$ cat src/scs_pkg.sv
package scs_pkg;

  // ---------------------------------------------------------------------------
  // register map, word offsets on the register port
  // ---------------------------------------------------------------------------
  localparam logic [15:0] ADDR_I16_CUR_A   = 16'h0001;  // phase_one_current_16, channels follow
  localparam logic [15:0] ADDR_I16_OVF     = 16'h0006;  // overflow_flags_16
  localparam logic [15:0] ADDR_I32_CUR_A   = 16'h0102;  // high word, low word at +1
  localparam logic [15:0] ADDR_I32_OVF     = 16'h010C;
  localparam logic [15:0] ADDR_FLT_CUR_A   = 16'h0202;  // high word, low word at +1
  localparam logic [15:0] ADDR_SCALE_BASE  = 16'h0300;  // multiplier at +2*ch, divider at +2*ch+1
  localparam logic [15:0] ADDR_SCALE_STEP  = 16'h0010;  // spacing between scaling blocks

  // ---------------------------------------------------------------------------
  // sizes and field layout
  // ---------------------------------------------------------------------------
  localparam int          NUM_CH           = 5;         // A, B, C, average, total
  localparam int          NUM_BLK          = 3;         // int16, int32, float
  localparam int          PROD_W           = 50;        // 34-bit measurement times 16-bit multiplier
  localparam int          FRAC_W           = 16;        // measurement fraction bits (amperes, Q16.16)
  localparam logic [49:0] MAX_INTERMEDIATE = 50'h0FFFFFFFFFFFF;  // 48-bit internal limit
  localparam logic [31:0] SAT_I16          = 32'h0000FFFF;
  localparam logic [31:0] SAT_I32          = 32'hFFFFFFFF;
  localparam logic [7:0]  FLT_EXP_OFFSET   = 8'h6F;     // 127 bias minus 16 fraction bits
  localparam logic [5:0]  DIV_STEPS_LAST   = 6'h31;     // 50 quotient bits, counted down to zero

  // ---------------------------------------------------------------------------
  // reset values of the scaling registers
  // ---------------------------------------------------------------------------
  localparam logic [15:0] RST_MULT_I16     = 16'h0064;  // 100
  localparam logic [15:0] RST_MULT_I32     = 16'h03E8;  // 1000
  localparam logic [15:0] RST_MULT_FLT     = 16'h0001;
  localparam logic [15:0] RST_DIV          = 16'h0001;

  // ---------------------------------------------------------------------------
  // types
  // ---------------------------------------------------------------------------
  typedef enum logic [1:0] {
    SCS_MODE_I16 = 2'h0,
    SCS_MODE_I32 = 2'h1,
    SCS_MODE_FLT = 2'h2
  } scs_mode_t;

  typedef struct packed {
    logic [31:0] cur_a;  // amperes, unsigned Q16.16
    logic [31:0] cur_b;
    logic [31:0] cur_c;
  } scs_meas_t;

  typedef struct packed {
    logic        rd;     // single register read
    logic        wr;     // single register write
    logic [15:0] addr;
    logic [15:0] wdata;
  } scs_req_t;

  typedef struct packed {
    logic        valid;  // one-cycle answer
    logic        err;    // unmapped address, read-only target or zero divider
    logic [15:0] rdata;
  } scs_rsp_t;

endpackage : scs_pkg

$ cat src/scs_current_scaler.sv
`timescale 1ns/10ps
module scs_current_scaler (
  input  wire logic               clk_sys_in,
  input  wire logic               sys_rst_in,
  input  wire logic               meas_valid_in,
  input  wire scs_pkg::scs_meas_t meas_in,
  input  wire scs_pkg::scs_req_t  req_in,
  output scs_pkg::scs_rsp_t       rsp_out,
  output logic                    sweep_done_out
);
  import scs_pkg::*;

  typedef enum logic [1:0] {
    SQ_LAUNCH = 2'b01,
    SQ_WAIT   = 2'b10
  } scs_seq_state_t;

  // fifteen entries: three views of five channels each
  localparam int NUM_ENT = NUM_CH * NUM_BLK;

  // held state
  scs_meas_t      meas_r;
  scs_meas_t      snap_r;
  scs_seq_state_t seq_r;
  logic [1:0]     blk_r;
  logic [2:0]     ch_r;
  logic [15:0]    mult_r [NUM_ENT];
  logic [15:0]    div_r  [NUM_ENT];
  logic [31:0]    res_r  [NUM_ENT];
  logic [31:0]    shadow_r [NUM_CH];
  logic [4:0]     shadow_ovf_r;
  logic [4:0]     ovf16_r;
  logic [4:0]     ovf32_r;
  scs_rsp_t       rsp_r;
  logic           sweep_done_r;

  // combinational helpers
  logic [33:0]    total;
  logic [33:0]    avg;
  logic [33:0]    sel_meas;
  logic [3:0]     ent;
  logic           start;
  logic           sc_done;
  logic [31:0]    sc_result;
  logic           sc_ovf;
  scs_mode_t      sc_mode;
  scs_rsp_t       rsp_nxt;
  logic           wr_hit;
  logic           wr_is_div;
  logic [3:0]     wr_ent;

  // ---------------------------------------------------------------------------
  // measurement capture and derived channels
  // ---------------------------------------------------------------------------
  // latest reading is held; a sweep works on a snapshot so all views agree
  always_ff @(posedge clk_sys_in) begin
    if (sys_rst_in) begin
      meas_r <= '0;
    end else if (meas_valid_in) begin
      meas_r <= meas_in;
    end
  end

  // total keeps two spare bits so three full-scale inputs cannot wrap; average truncates
  assign total = 34'(snap_r.cur_a) + 34'(snap_r.cur_b) + 34'(snap_r.cur_c);
  assign avg   = total / 34'd3;
  // flat entry index: view times five plus channel, widened before the product so it cannot wrap
  assign ent   = 4'(blk_r) * 4'(NUM_CH) + 4'(ch_r);

  // route the channel and view under computation to the shared scaler
  always_comb begin
    case (ch_r)
      3'h0:    sel_meas = 34'(snap_r.cur_a);
      3'h1:    sel_meas = 34'(snap_r.cur_b);
      3'h2:    sel_meas = 34'(snap_r.cur_c);
      3'h3:    sel_meas = avg;
      default: sel_meas = total;
    endcase
    case (blk_r)
      2'h0:    sc_mode = SCS_MODE_I16;
      2'h1:    sc_mode = SCS_MODE_I32;
      default: sc_mode = SCS_MODE_FLT;
    endcase
  end

  // ---------------------------------------------------------------------------
  // sweep sequencer: every block, every channel, round and round
  // ---------------------------------------------------------------------------
  // the scaler is idle whenever the sequencer sits in launch, so start is never lost
  assign start = seq_r == SQ_LAUNCH;

  // one computation in flight at a time; the scaler's done pulse moves the sweep on
  always_ff @(posedge clk_sys_in) begin
    if (sys_rst_in) begin
      seq_r        <= SQ_LAUNCH;
      blk_r        <= 2'h0;
      ch_r         <= 3'h0;
      snap_r       <= '0;
      sweep_done_r <= 1'b0;
    end else begin
      sweep_done_r <= 1'b0;
      case (seq_r)
        SQ_LAUNCH: begin
          // the scaler samples this entry's operand now, so the snapshot must already be in place
          seq_r <= SQ_WAIT;
        end
        SQ_WAIT: begin
          if (sc_done) begin
            seq_r <= SQ_LAUNCH;
            if (ch_r == 3'(NUM_CH - 1)) begin
              ch_r <= 3'h0;
              if (blk_r == 2'(NUM_BLK - 1)) begin
                // freeze the reading for the next sweep before its first launch uses it
                blk_r        <= 2'h0;
                snap_r       <= meas_r;
                sweep_done_r <= 1'b1;
              end else begin
                blk_r <= blk_r + 2'h1;
              end
            end else begin
              ch_r <= ch_r + 3'h1;
            end
          end
        end
        default: begin
          seq_r <= SQ_LAUNCH;
        end
      endcase
    end
  end

  // single shared scaler, time-multiplexed over all fifteen entries to save multipliers
  scs_scaler u_scaler (
    .clk_sys_in (clk_sys_in),
    .sys_rst_in (sys_rst_in),
    .start_in   (start),
    .mode_in    (sc_mode),
    .meas_in    (sel_meas),
    .mult_in    (mult_r[ent]),
    .div_in     (div_r[ent]),
    .done_out   (sc_done),
    .result_out (sc_result),
    .ovf_out    (sc_ovf)
  );

  // ---------------------------------------------------------------------------
  // result banks: a block is staged, then committed at once
  // ---------------------------------------------------------------------------
  // staging keeps a half-updated block from ever being read out
  always_ff @(posedge clk_sys_in) begin
    if (sys_rst_in) begin
      shadow_ovf_r <= 5'h00;
    end else if (sc_done) begin
      shadow_ovf_r[ch_r] <= sc_ovf;
    end
  end

  // channel results wait here until the block's last channel is done
  for (genvar g = 0; g < NUM_CH; g++) begin : g_shadow
    always_ff @(posedge clk_sys_in) begin
      if (sys_rst_in) begin
        shadow_r[g] <= 32'h00000000;
      end else if (sc_done && ch_r == 3'(g)) begin
        shadow_r[g] <= sc_result;
      end
    end
  end

  // commit the whole block on its last channel's done pulse
  for (genvar g = 0; g < NUM_ENT; g++) begin : g_bank
    always_ff @(posedge clk_sys_in) begin
      if (sys_rst_in) begin
        res_r[g] <= 32'h00000000;
      end else if (sc_done && ch_r == 3'(NUM_CH - 1) && blk_r == 2'(g / NUM_CH)) begin
        res_r[g] <= (g % NUM_CH == NUM_CH - 1) ? sc_result : shadow_r[g % NUM_CH];
      end
    end
  end

  // whole overflow word replaced per block, so bits rise and fall together
  always_ff @(posedge clk_sys_in) begin
    if (sys_rst_in) begin
      ovf16_r <= 5'h00;
      ovf32_r <= 5'h00;
    end else if (sc_done && ch_r == 3'(NUM_CH - 1)) begin
      // the last channel's flag is still on the scaler output, the others are staged
      if (blk_r == 2'h0) begin
        ovf16_r <= {sc_ovf, shadow_ovf_r[3:0]};
      end else if (blk_r == 2'h1) begin
        ovf32_r <= {sc_ovf, shadow_ovf_r[3:0]};
      end
    end
  end

  // ---------------------------------------------------------------------------
  // scaling registers, read/write
  // ---------------------------------------------------------------------------
  // a zero divider is refused: it would make that view and channel's result meaningless
  always_comb begin
    wr_hit    = 1'b0;
    wr_is_div = req_in.addr[0];
    wr_ent    = 4'h0;
    // scaling words pair up: even offset multiplier, odd offset divider
    for (int b = 0; b < NUM_BLK; b++) begin
      for (int c = 0; c < NUM_CH; c++) begin
        if (req_in.addr[15:1] ==
            15'((ADDR_SCALE_BASE + 16'(b) * ADDR_SCALE_STEP + 16'(2 * c)) >> 1)) begin
          wr_hit = 1'b1;
          wr_ent = 4'(b * NUM_CH + c);
        end
      end
    end
  end

  // one multiplier and one divider per view and channel
  for (genvar g = 0; g < NUM_ENT; g++) begin : g_scale
    always_ff @(posedge clk_sys_in) begin
      if (sys_rst_in) begin
        mult_r[g] <= (g < NUM_CH) ? RST_MULT_I16 : (g < 2 * NUM_CH) ? RST_MULT_I32 : RST_MULT_FLT;
        div_r[g]  <= RST_DIV;
      end else if (req_in.wr && wr_hit && wr_ent == 4'(g)) begin
        if (!wr_is_div) begin
          mult_r[g] <= req_in.wdata;
        end else if (req_in.wdata != 16'h0000) begin
          div_r[g] <= req_in.wdata;
        end
      end
    end
  end

  // ---------------------------------------------------------------------------
  // register read decode and answer
  // ---------------------------------------------------------------------------
  always_comb begin
    rsp_nxt       = '0;
    rsp_nxt.valid = req_in.rd | req_in.wr;
    rsp_nxt.err   = 1'b1;
    // both strobes set counts as a write; anything not matched below is refused
    if (req_in.wr) begin
      // only scaling words take writes; data and overflow words are read-only
      rsp_nxt.err = !(wr_hit && (!wr_is_div || req_in.wdata != 16'h0000));
    end else if (req_in.rd) begin
      // scaling words read back as last written
      if (wr_hit) begin
        rsp_nxt.err   = 1'b0;
        rsp_nxt.rdata = wr_is_div ? div_r[wr_ent] : mult_r[wr_ent];
      end
      if (req_in.addr == ADDR_I16_OVF) begin
        rsp_nxt.err   = 1'b0;
        rsp_nxt.rdata = {11'h000, ovf16_r};
      end
      if (req_in.addr == ADDR_I32_OVF) begin
        rsp_nxt.err   = 1'b0;
        rsp_nxt.rdata = {11'h000, ovf32_r};
      end
      for (int c = 0; c < NUM_CH; c++) begin
        if (req_in.addr == ADDR_I16_CUR_A + 16'(c)) begin
          rsp_nxt.err   = 1'b0;
          rsp_nxt.rdata = res_r[c][15:0];
        end
        // 32-bit views: even offset high word, odd offset low word; no latch, so reads can tear
        if (req_in.addr[15:1] == 15'((ADDR_I32_CUR_A + 16'(2 * c)) >> 1)) begin
          rsp_nxt.err   = 1'b0;
          rsp_nxt.rdata = req_in.addr[0] ? res_r[NUM_CH + c][15:0] : res_r[NUM_CH + c][31:16];
        end
        if (req_in.addr[15:1] == 15'((ADDR_FLT_CUR_A + 16'(2 * c)) >> 1)) begin
          rsp_nxt.err   = 1'b0;
          rsp_nxt.rdata = req_in.addr[0] ? res_r[2 * NUM_CH + c][15:0] : res_r[2 * NUM_CH + c][31:16];
        end
      end
    end
  end

  // answer registered: it stands for exactly the cycle after the request edge
  always_ff @(posedge clk_sys_in) begin
    if (sys_rst_in) begin
      rsp_r <= '0;
    end else begin
      rsp_r <= rsp_nxt;
    end
  end

  // both outputs come straight from flops
  assign rsp_out        = rsp_r;
  assign sweep_done_out = sweep_done_r;

endmodule : scs_current_scaler

$ cat src/scs_scaler.sv
`timescale 1ns/10ps
module scs_scaler (
  input  wire logic            clk_sys_in,
  input  wire logic            sys_rst_in,
  input  wire logic            start_in,
  input  wire scs_pkg::scs_mode_t mode_in,
  input  wire logic [33:0]     meas_in,
  input  wire logic [15:0]     mult_in,
  input  wire logic [15:0]     div_in,
  output logic                 done_out,
  output logic [31:0]          result_out,
  output logic                 ovf_out
);
  import scs_pkg::*;

  typedef enum logic [2:0] {
    ST_IDLE = 3'b001,
    ST_DIV  = 3'b010,
    ST_PACK = 3'b100
  } scs_sc_state_t;

  scs_sc_state_t state_r;
  scs_mode_t     mode_r;
  logic [49:0]   num_r;
  logic [15:0]   rem_r;
  logic [15:0]   div_r;
  logic [5:0]    cnt_r;
  logic          big_r;
  logic [49:0]   prod;
  logic [16:0]   rem_sh;
  logic          fit;
  logic [33:0]   intg;
  logic [5:0]    msb;
  logic [49:0]   norm;
  logic [31:0]   flt;

  // ---------------------------------------------------------------------------
  // datapath helpers
  // ---------------------------------------------------------------------------
  assign prod   = 50'(meas_in) * 50'(mult_in);
  assign rem_sh = {rem_r, num_r[PROD_W-1]};
  assign fit    = $unsigned(rem_sh) >= {1'b0, div_r};
  assign intg   = num_r[PROD_W-1:FRAC_W];

  // leading one of the quotient sets the float exponent
  always_comb begin
    msb = 6'h00;
    for (int i = 0; i < PROD_W; i++) begin
      if (num_r[i]) begin
        msb = 6'(i);
      end
    end
    norm = num_r << (6'(PROD_W - 1) - msb);
    // truncation, not rounding: large values simply lose low bits
    flt  = (num_r == '0) ? 32'h00000000 :
           {1'b0, 8'(msb) + FLT_EXP_OFFSET, norm[48:26]};
  end

  // ---------------------------------------------------------------------------
  // multiply, then restoring divide one quotient bit per cycle
  // ---------------------------------------------------------------------------
  always_ff @(posedge clk_sys_in) begin
    if (sys_rst_in) begin
      state_r <= ST_IDLE;
      mode_r  <= SCS_MODE_I16;
      num_r   <= '0;
      rem_r   <= 16'h0000;
      div_r   <= RST_DIV;
      cnt_r   <= 6'h00;
      big_r   <= 1'b0;
    end else begin
      case (state_r)
        ST_IDLE: begin
          if (start_in) begin
            num_r   <= prod;
            rem_r   <= 16'h0000;
            div_r   <= div_in;
            mode_r  <= mode_in;
            cnt_r   <= DIV_STEPS_LAST;
            big_r   <= prod > MAX_INTERMEDIATE;
            state_r <= ST_DIV;
          end
        end
        ST_DIV: begin
          rem_r   <= fit ? 16'(rem_sh - {1'b0, div_r}) : rem_sh[15:0];
          num_r   <= {num_r[PROD_W-2:0], fit};
          cnt_r   <= cnt_r - 6'h01;
          if (cnt_r == 6'h00) begin
            state_r <= ST_PACK;
          end
        end
        ST_PACK: begin
          state_r <= ST_IDLE;
        end
        default: begin
          state_r <= ST_IDLE;
        end
      endcase
    end
  end

  // ---------------------------------------------------------------------------
  // saturate integer views, float view passes unclamped
  // ---------------------------------------------------------------------------
  always_ff @(posedge clk_sys_in) begin
    if (sys_rst_in) begin
      done_out   <= 1'b0;
      result_out <= 32'h00000000;
      ovf_out    <= 1'b0;
    end else begin
      done_out <= state_r == ST_PACK;
      if (state_r == ST_PACK) begin
        case (mode_r)
          SCS_MODE_I16: begin
            ovf_out    <= big_r | (|intg[33:16]);
            result_out <= (big_r | (|intg[33:16])) ? SAT_I16 : {16'h0000, intg[15:0]};
          end
          SCS_MODE_I32: begin
            ovf_out    <= big_r | (|intg[33:32]);
            result_out <= (big_r | (|intg[33:32])) ? SAT_I32 : intg[31:0];
          end
          default: begin
            ovf_out    <= 1'b0;
            result_out <= flt;
          end
        endcase
      end
    end
  end

endmodule : scs_scaler
$ cat config.mk
export PLATFORM = sky130hd
export DESIGN_NAME = scs_current_scaler
export DESIGN_NICKNAME = d
export VERILOG_FILES = /design/src/scs_pkg.sv /design/src/scs_current_scaler.sv /design/src/scs_scaler.sv
export SDC_FILE = /design/constraint.sdc
export NUM_CORES = 2
export LEC_CHECK = 0
export BUFFER_PORTS_ARGS = -buffer_cell sky130_fd_sc_hd__buf_2
export CAP_MARGIN = 20
export CORE_MARGIN = 1.5
export CORE_UTILIZATION = 40
export CTS_CLUSTER_DIAMETER = 60
export DETAILED_ROUTE_END_ITERATION = 8
export PLACE_DENSITY = 0.58
export SLEW_MARGIN = 30
export SYNTH_ARGS = -nofsm -noshare
export SYNTH_HDL_FRONTEND = slang
export SYNTH_HIERARCHICAL = 1
export SYNTH_SLANG_ARGS = --single-unit
$ cat constraint.sdc
create_clock -name clk_sys_in -period 33.9 [get_ports clk_sys_in]
set_input_delay 1.695 -clock clk_sys_in [delete_from_list [all_inputs] [get_ports clk_sys_in]]
set_output_delay 1.695 -clock clk_sys_in [all_outputs]
set_load 0.03 [all_outputs]
# [Word level (Yosys, flattened, before mapping)]
# Memories as Yosys holds them, arrays and structs flattened. A register that Yosys moved wholly into a read port is not among the register bits.
# Index checks and enable logic that the tools add are counted.
[word_totals] register_bits=345 mem_bits_rw=1120 output_inout_bits=19 word_cells=517 mem_count=4
[op_classes] add_sub_neg=9 multipliers=2 div_mod_pow=1 magnitude_cmp=4 eq_ne=61 shift=1 mux=303 bitwise_logic=58 reduce_logical=49
[mem_list] memory="res_r" words=15 word_bits=32 read_ports=15 rd_ports_with_merged_regs=0 write_ports=15 line_no="scs_current_scaler.sv:29" rtl="logic [31:0] res_r [NUM_ENT];"
[mem_list] memory="div_r" words=15 word_bits=16 read_ports=2 rd_ports_with_merged_regs=1 write_ports=15 line_no="scs_current_scaler.sv:28" rtl="logic [15:0] div_r [NUM_ENT];"
[mem_list] memory="mult_r" words=15 word_bits=16 read_ports=2 rd_ports_with_merged_regs=0 write_ports=15 line_no="scs_current_scaler.sv:27" rtl="logic [15:0] mult_r [NUM_ENT];"
[mem_list] memory="shadow_r" words=5 word_bits=32 read_ports=4 rd_ports_with_merged_regs=0 write_ports=5 line_no="scs_current_scaler.sv:30" rtl="logic [31:0] shadow_r [NUM_CH];"
[ops] cell="2-to-1 mux 16 bit" n=44
[ops] cell="2-to-1 mux 32 bit" n=21
[ops] cell="2-to-1 mux 17 bit" n=19
[ops] cell="equality test 15 x 9 -> 1 bit (second input constant)" n=20
[ops] cell="2-to-1 mux 1 bit" n=139
[ops] cell="case mux 34 bit (4 select lines)" n=1
[ops] cell="2-to-1 mux 6 bit" n=19
[ops] cell="case mux 50 bit (2 select lines)" n=1
[ops] cell="2-to-1 mux 4 bit" n=21
[ops] cell="2-to-1 mux 5 bit" n=16
[ops] cell="equality test 15 x 8 -> 1 bit (second input constant)" n=5
[ops] cell="case mux 32 bit (2 select lines)" n=1
[ops] cell="bitwise OR 1 bit" n=53
[ops] cell="> comparator 50 x 48 -> 1 bit (second input constant)" n=1
[ops] cell="logical NOT 50 bit" n=1
[ops] cell="multiplier 34 x 16 -> 50 bit" n=1
[ops] cell="2-to-1 mux 50 bit" n=1
[ops] cell="left shift 50 x 6 -> 49 bit" n=1
[ops] cell="equality test 16 x 3 -> 1 bit (second input constant)" n=3
[ops] cell="adder 33 x 32 -> 34 bit" n=1
[ops] cell="divider 34 x 2 -> 34 bit (second input constant)" n=1
[ops] cell="adder 32 x 32 -> 33 bit" n=1
[ops] cell="equality test 16 x 2 -> 1 bit (second input constant)" n=2
[ops] cell="case mux 16 bit (2 select lines)" n=1
[ops] cell="50 further kinds" n=114

# [Longest topological paths before layout]
[depth] word_depth=53 mapped_depth=70

# [Modules after synthesis]
# Netlist, hierarchy kept.
[by_module_without_submodules] mod="scs_current_scaler" n_inst=1 cells_per_inst=5752 area_per_inst_um2=64177.8
[by_module_without_submodules] mod="scs_scaler" n_inst=1 cells_per_inst=3218 area_per_inst_um2=26862.0

# [Worst setup path before layout]
# OpenSTA, ideal clock, no wires.
[synth_path] path_type="reg-to-reg" from="reg snap_r[1] (netlist bit)" to="reg u_scaler.num_r[41]" t_arrival_ps=15236 t_required_ps=33838 slack_ps=18602 path_stages_with_launch=63 n_path_buf=4 period_less_slack_ps=15298 cell_sequence="dfxtp_1 > inv_1 > fa_1 > inv_1 > ha_1 > inv_1 > fa_1 > nand2b_2 > a21oi_4 > o21ai_4 > o31ai_4 > a31oi_4 > xor2_1 > nand3_2 > a21oi_1 > o311ai_2 > and3_1 > buf_2 > [27 not listed] > inv_1 > fa_1 > fa_1 > inv_1 > fa_1 > fa_1 > inv_1 > fa_1 > ha_1 > o211ai_1 > a2111oi_0 > o21ai_0 > a21oi_1 > o21ai_0 > a21boi_0 > o21ai_0 > or4_1 > nand3_1"
[synth_via] elab_chain_cells=6
[synth_lines] element="start: declaration" line_no="scs_current_scaler.sv:23" rtl="scs_meas_t snap_r;"
[synth_lines] element="start signal: assignment" line_no="scs_current_scaler.sv:115" rtl="snap_r <= meas_r;"
[synth_lines] element="adder 33 x 32 -> 34 bit" line_no="scs_current_scaler.sv:65" rtl="assign total = 34'(snap_r.cur_a) + 34'(snap_r.cur_b) + 34'(snap_r.cur_c);"
[synth_lines] element="divider 34 x 2 -> 34 bit" line_no="scs_current_scaler.sv:66" rtl="assign avg = total / 34'd3;"
[synth_lines] element="case mux 34 bit (4 select lines) *" line_no="scs_current_scaler.sv:72" rtl="case (ch_r)"
[synth_lines] element="named net sel_meas[1]" line_no="scs_current_scaler.sv:40" rtl="logic [33:0] sel_meas;"
[synth_lines] element="multiplier 34 x 16 -> 50 bit *" line_no="scs_scaler.sv:40" rtl="assign prod = 50'(meas_in) * 50'(mult_in);"
[synth_lines] element="2-to-1 mux 50 bit *" line_no="scs_scaler.sv:74" rtl="if (start_in) begin"
[synth_lines] element="case mux 50 bit (2 select lines) *" line_no="scs_scaler.sv:72" rtl="case (state_r)"
[synth_lines] element="end signal: assignment" line_no="scs_scaler.sv:75" rtl="num_r <= prod;"
[synth_lines] element="end signal: assignment" line_no="scs_scaler.sv:86" rtl="num_r <= {num_r[PROD_W-2:0], fit};"
[synth_lines] element="end: declaration" line_no="scs_scaler.sv:24" rtl="logic [49:0] num_r;"
# Mark *: on every way through the listed nets, which the timed path passes. The rest lies on a longest branch. The select of a mux whose other input is x is not followed.
# A chain may end at the register's enable or synchronous reset.

# [Worst setup path in the final report]
[layout_path] from="reg snap_r[3] (netlist bit)" to="reg u_scaler.big_r"
[layout_via] elab_chain_cells=5
[layout_lines] element="adder 33 x 32 -> 34 bit" line_no="scs_current_scaler.sv:65"
[layout_lines] element="divider 34 x 2 -> 34 bit" line_no="scs_current_scaler.sv:66"
[layout_lines] element="case mux 34 bit (4 select lines)" line_no="scs_current_scaler.sv:72"
[layout_lines] element="named net sel_meas[0]" line_no="scs_current_scaler.sv:40"
[layout_lines] element="multiplier 34 x 16 -> 50 bit" line_no="scs_scaler.sv:40"
[layout_lines] element="> comparator 50 x 48 -> 1 bit" line_no="scs_scaler.sv:80" rtl="big_r <= prod > MAX_INTERMEDIATE;"
[layout_lines] element="end signal: assignment" line_no="scs_scaler.sv:80"
[layout_lines] element="end: declaration" line_no="scs_scaler.sv:28" rtl="logic big_r;"
# The timed path passes the listed nets, and every way through them passes these cells.

==> flow_results.org <==
** STA
- Max Fclk :: 0.05487 GHz
- Relative slew slack :: 0.2563
- Measured slew at the worst slew-check pin :: 1.113 ns
- Final setup violation count :: 0
- The number of hold violations in the final report came to 0.
- The clock period could shrink to 18.22 ns.
- Total negative slack for setup checks :: 0 ns
- Setup repair after global routing missed its margin :: no
- Tcrit/Tclk final :: 0.5376
- The final max-slew violation count was 0.
- On the final layout, the worst clock skew is 0.03232 ns.
- In the post-route analysis, the smallest setup slack over all paths is 15.68 ns.

** Floorplan
- The floorplan has 174 rows.
- Width of the die :: 480.1 µm
- For this configuration, the core starts out at a cell density of 0.4036.
- Die footprint :: 0.2305 mm²
- Placeable core area :: 0.2255 mm²
- I/O pin count :: 152
- The floorplan step set the die height to 480.1 µm.

** Final layout
- Share of cells above drive strength 1 :: 0.1107
- Fill cell instance count of the final layout :: 21378
- Commonest cells after routing, fill and taps aside :: sky130_fd_sc_hd__nand2_1 (1184), sky130_fd_sc_hd__and2_1 (1106), sky130_fd_sc_hd__edfxtp_1 (1008)
- Net count reported at finish :: 9616
- Multi-input logic area :: 0.04928 mm²
- Layout area overhead :: 10.10%
- Final instance area :: 0.1002 mm²
- Across the whole layout, storage elements account for 0.03748 mm².
- Most frequent standard cell in the layout excluding fill and tap cells :: sky130_fd_sc_hd__nand2_1

** CTS
- No sink is reached through more buffers than the 3 on the longest clock path.
- Buffers inserted during clock tree synthesis total 159.
- Number of post-CTS setup repair buffers :: 0
- After clock tree synthesis, the clock-pin slew on the worst setup and hold paths is 0.06 ns.
- Clock latency reported for the late side of the worst-skew pair :: 0.81 ns
- The number of gates resized after CTS was 0.
- TritonCTS built the clock tree.
- Post-CTS Hold Fix Bufs :: 0
- The clock net in this run drives a total of 1368 sinks.
- The clock tree synthesis step divided the H-tree into 4 levels.
- Cell at the root of the clock tree :: sky130_fd_sc_hd__clkbuf_16

** Synth
- Synthesized instance count :: 8970
- Average cell area after synthesis :: 10.15 µm²
- Async SR Flop Fraction :: 0
- Flop and latch count out of synthesis :: 1368
- In this run, synthesis inferred 1008 flip-flops with an integrated enable.
- Number of warnings printed during yosys synthesis :: 6
- Among all flip-flop cells after synthesis, the most frequent one is sky130_fd_sc_hd__edfxtp_1.
- Number of distinct library cells after synthesis :: 135
- Summing every instance area after synthesis gives 0.09104 mm².
- Part of the Yosys area used for sequential elements :: 0.4116
- Syn_nets :: 9767

** Power and ir drop
- Switching share of power :: 0.2375
- The analysis attributes to cell leakage a power of 39.44 nW.
- The analysis attributes to net switching a power of 0.9096 mW.
- Proportion of power drawn by combinational gates :: 0.060
- For this design the ratio of total power to cell area is 38.21 mW/mm².
- Of the total power, the clock network draws 0.447.
- Total internal power :: 2.920 mW
- Share of power burned in registers :: 0.493
- The worst-case IR drop observed on VDD is 46.88 µV.

** Global routing
- The first global-routing pass estimated 440200 µm of wire.
- The number of antenna violations at the first check in global routing is 27.
- Via count of the first global-routing pass :: 69744
- Total track usage :: 0.2501
- Pin count of the biggest net entering global routing :: 124
- GRT overflow :: 0

** Critical path
- Crit-path slowest cell :: sky130_fd_sc_hd__a311oi_1
- The worst setup path is captured at a flip-flop.
- Largest stage delay, worst path :: 0.70 ns
- CP Data Arrival Time :: 18.94 ns
- STA classifies the critical path startpoint as a flip-flop.
- Of all nets on the critical path, the largest fanout is 20.
- The startpoint identified for the worst register-to-register timing path is snap_r[3]$_SDFFE_PP0P_.
- By instance count, the cell type seen most on the critical path is sky130_fd_sc_hd__fa_1.
- Worst Reg2Reg Path Length in Cells :: 57
- Class of the most critical setup path :: reg -> reg
- Worst Setup SP :: snap_r[3]$_SDFFE_PP0P_
- Required time at the endpoint of the critical path :: 34.61 ns

** Detailed routing
- Before antenna repair, the detailed router went through 7 iterations.
- WL/cell :: 24.49 µm
- Wires add up to 292600 µm.
- Using the TritonRoute via totals, the vias-per-cell ratio works out to 5.829.
- The first routing iteration left 7039 violations.
- Vias :: 69656
- After detailed routing, the number of remaining DRC violations is 0.
- Number of routed nets with antenna violations :: 0

** Place
- Global placement routability congestion :: 0.9223
- Place WS :: 15.71 ns
- The placed instances occupy a cell area of 0.09491 mm².
- Count of buffers from port buffering :: 151
- Detailed placement ended at an HPWL of 194600 µm.

** Min path
- Count of cells along the worst hold path :: 2
- The worst hold path belongs to the class reg -> reg.
- In this run the most critical hold path is launched from u_scaler/div_r[13]$_SDFFE_PP0P_.

** Status
- The flow ran to the end, and the final reports show no timing, DRC or antenna violations.

** Flow run
- The tool flagged a number of max-cap violations equal to 0.
==> synthesized netlist by cell type (19+ instances only) <==
library cell	instances	area, µm²
sky130_fd_sc_hd__a2111oi_0	48	420.4
sky130_fd_sc_hd__edfxtp_1	1008	30270
sky130_fd_sc_hd__clkbuf_1	545	2046
sky130_fd_sc_hd__nor2_1	531	1993
sky130_fd_sc_hd__o22ai_1	144	900.9
sky130_fd_sc_hd__nand4_1	36	225.2
sky130_fd_sc_hd__o21bai_1	41	307.8
sky130_fd_sc_hd__a31oi_1	128	800.8
sky130_fd_sc_hd__xor2_1	40	350.3
sky130_fd_sc_hd__or3_1	71	444.2
sky130_fd_sc_hd__mux2i_1	366	3664
sky130_fd_sc_hd__fa_1	481	9629
sky130_fd_sc_hd__xnor2_1	65	569.3
sky130_fd_sc_hd__o221ai_1	24	210.2
sky130_fd_sc_hd__a211oi_1	56	420.4
sky130_fd_sc_hd__a21oi_1	512	2562
sky130_fd_sc_hd__ha_1	183	2290
sky130_fd_sc_hd__o31ai_1	25	187.7
sky130_fd_sc_hd__a221oi_1	43	376.6
sky130_fd_sc_hd__nor3_1	118	590.6
sky130_fd_sc_hd__a22oi_1	61	457.9
sky130_fd_sc_hd__inv_1	536	2012
sky130_fd_sc_hd__or4_1	21	157.7
sky130_fd_sc_hd__a21o_1	56	420.4
sky130_fd_sc_hd__mux2_2	46	518.0
sky130_fd_sc_hd__nand2b_1	50	312.8
sky130_fd_sc_hd__dfxtp_1	360	7207
sky130_fd_sc_hd__and2_1	1107	6925
sky130_fd_sc_hd__and3_1	35	219.0
sky130_fd_sc_hd__o21a_1	24	180.2
sky130_fd_sc_hd__o211ai_1	32	240.2
sky130_fd_sc_hd__buf_2	53	265.3
sky130_fd_sc_hd__buf_1	63	236.5
sky130_fd_sc_hd__mux4_2	163	3671
sky130_fd_sc_hd__nor2b_1	26	162.7
sky130_fd_sc_hd__nor4_1	43	269.0
sky130_fd_sc_hd__nand3_1	89	445.4
sky130_fd_sc_hd__nand2_1	1188	4459
sky130_fd_sc_hd__o21ai_0	173	865.8
sky130_fd_sc_hd__a311oi_1	19	166.4
sky130_fd_sc_hd__a222oi_1	35	350.3
==> power by group through the flow <==
| stage | registers, mW | clock network (mW) | logic (mW) |
|---|---|---|---|
| after detailed placement | 1.92 | 0 | 0.229 |
| after CTS | 1.89 | 1.74 | 0.230 |
| after floorplan | 1.91 | 0 | 0.141 |
| final | 1.89 | 1.71 | 0.231 |
| after global routing | 1.89 | 1.80 | 0.247 |
| after global placement | 1.92 | 0 | 0.225 |
==> metrics by stage <==
stage | util | hold slack, ns | power [mW] | std cells
2_1_floorplan | - | 0.4312 | 2.053 | 8970
3_3_place_gp | 0.4205 | 0.4451 | 2.146 | 11648
3_5_place_dp | 0.4208 | 0.4498 | 2.152 | 11648
4_1_cts | 0.4439 | 0.4540 | 3.855 | 11942
5_1_grt | 0.4444 | 0.4715 | 3.944 | 11947
6_report | 0.4444 | 0.4558 | 3.830 | 11949
==> routing by layer <==
layer,GRT usage,share of wire,vias to the layer above
li1,-,-,31237
met1,0.3336,0.42,34838
met2,0.4059,0.47,2980
met3,0.03770,0.075,587
met4,0.1043,0.042,14
met5,0,0.00038,-
==> cell type report <==
class | count | share of cell area
Clock inverter | 78 | 0.007390
Clock buffer | 216 | 0.04459
Sequential cell | 1368 | 0.3739
Antenna cell | 5 | 0.0001248
Timing Repair Buffer | 367 | 0.02467
Multi-Input combinational cell | 6383 | 0.4917
Inverter | 540 | 0.02032
Tap cell | 2992 | 0.03735
==> cell families (layout without fill, tap and decap cells) <==
logic type	count (synthesis)	after routing	share of synthesized area
and+or+nand+nor	3402	3402	0.1867
DFF	1368	1368	0.4116
muxes	580	580	0.08708
other	0	5	0
AOI/OAI and AO/OA	1629	1629	0.1205
buffers and inverters	1219	1201	0.05232
xor gates and xnor gates	108	108	0.01076
adders and majority gates	664	664	0.1309
==> final timing paths <==
check	to	slack (ns)
min reg2reg	u_scaler/div_r[13]$_SDFFE_PP0P_	0.46
max	u_scaler/big_r$_SDFFE_PP0P_	15.68
max reg2reg	u_scaler/big_r$_SDFFE_PP0P_	15.68
min	u_scaler/div_r[13]$_SDFFE_PP0P_	0.46
==> flip-flops by register name (all words and copies together) (netlist names), 32 cells and up <==
signal               count
div_r                  240
meas_r                  96
mult_r                 240
res_r                  400
shadow_r               128
snap_r                  96
u_scaler/num_r          50
u_scaler/result_out     32
==> worst max-delay path: cells and delay by family (launching register included) <==
family / cells / cell delay (ns)
buffers and inverters: 5 / 0.28
multiplexers: 3 / 1.12
flip-flops: 1 / 0.35
adder cells (fa/ha/maj): 10 / 4.56
AND/OR/NAND/NOR: 17 / 4.49
AO/OA/AOI/OAI: 22 / 7.27
No activity file was read; power rests on OpenSTA's default activity.
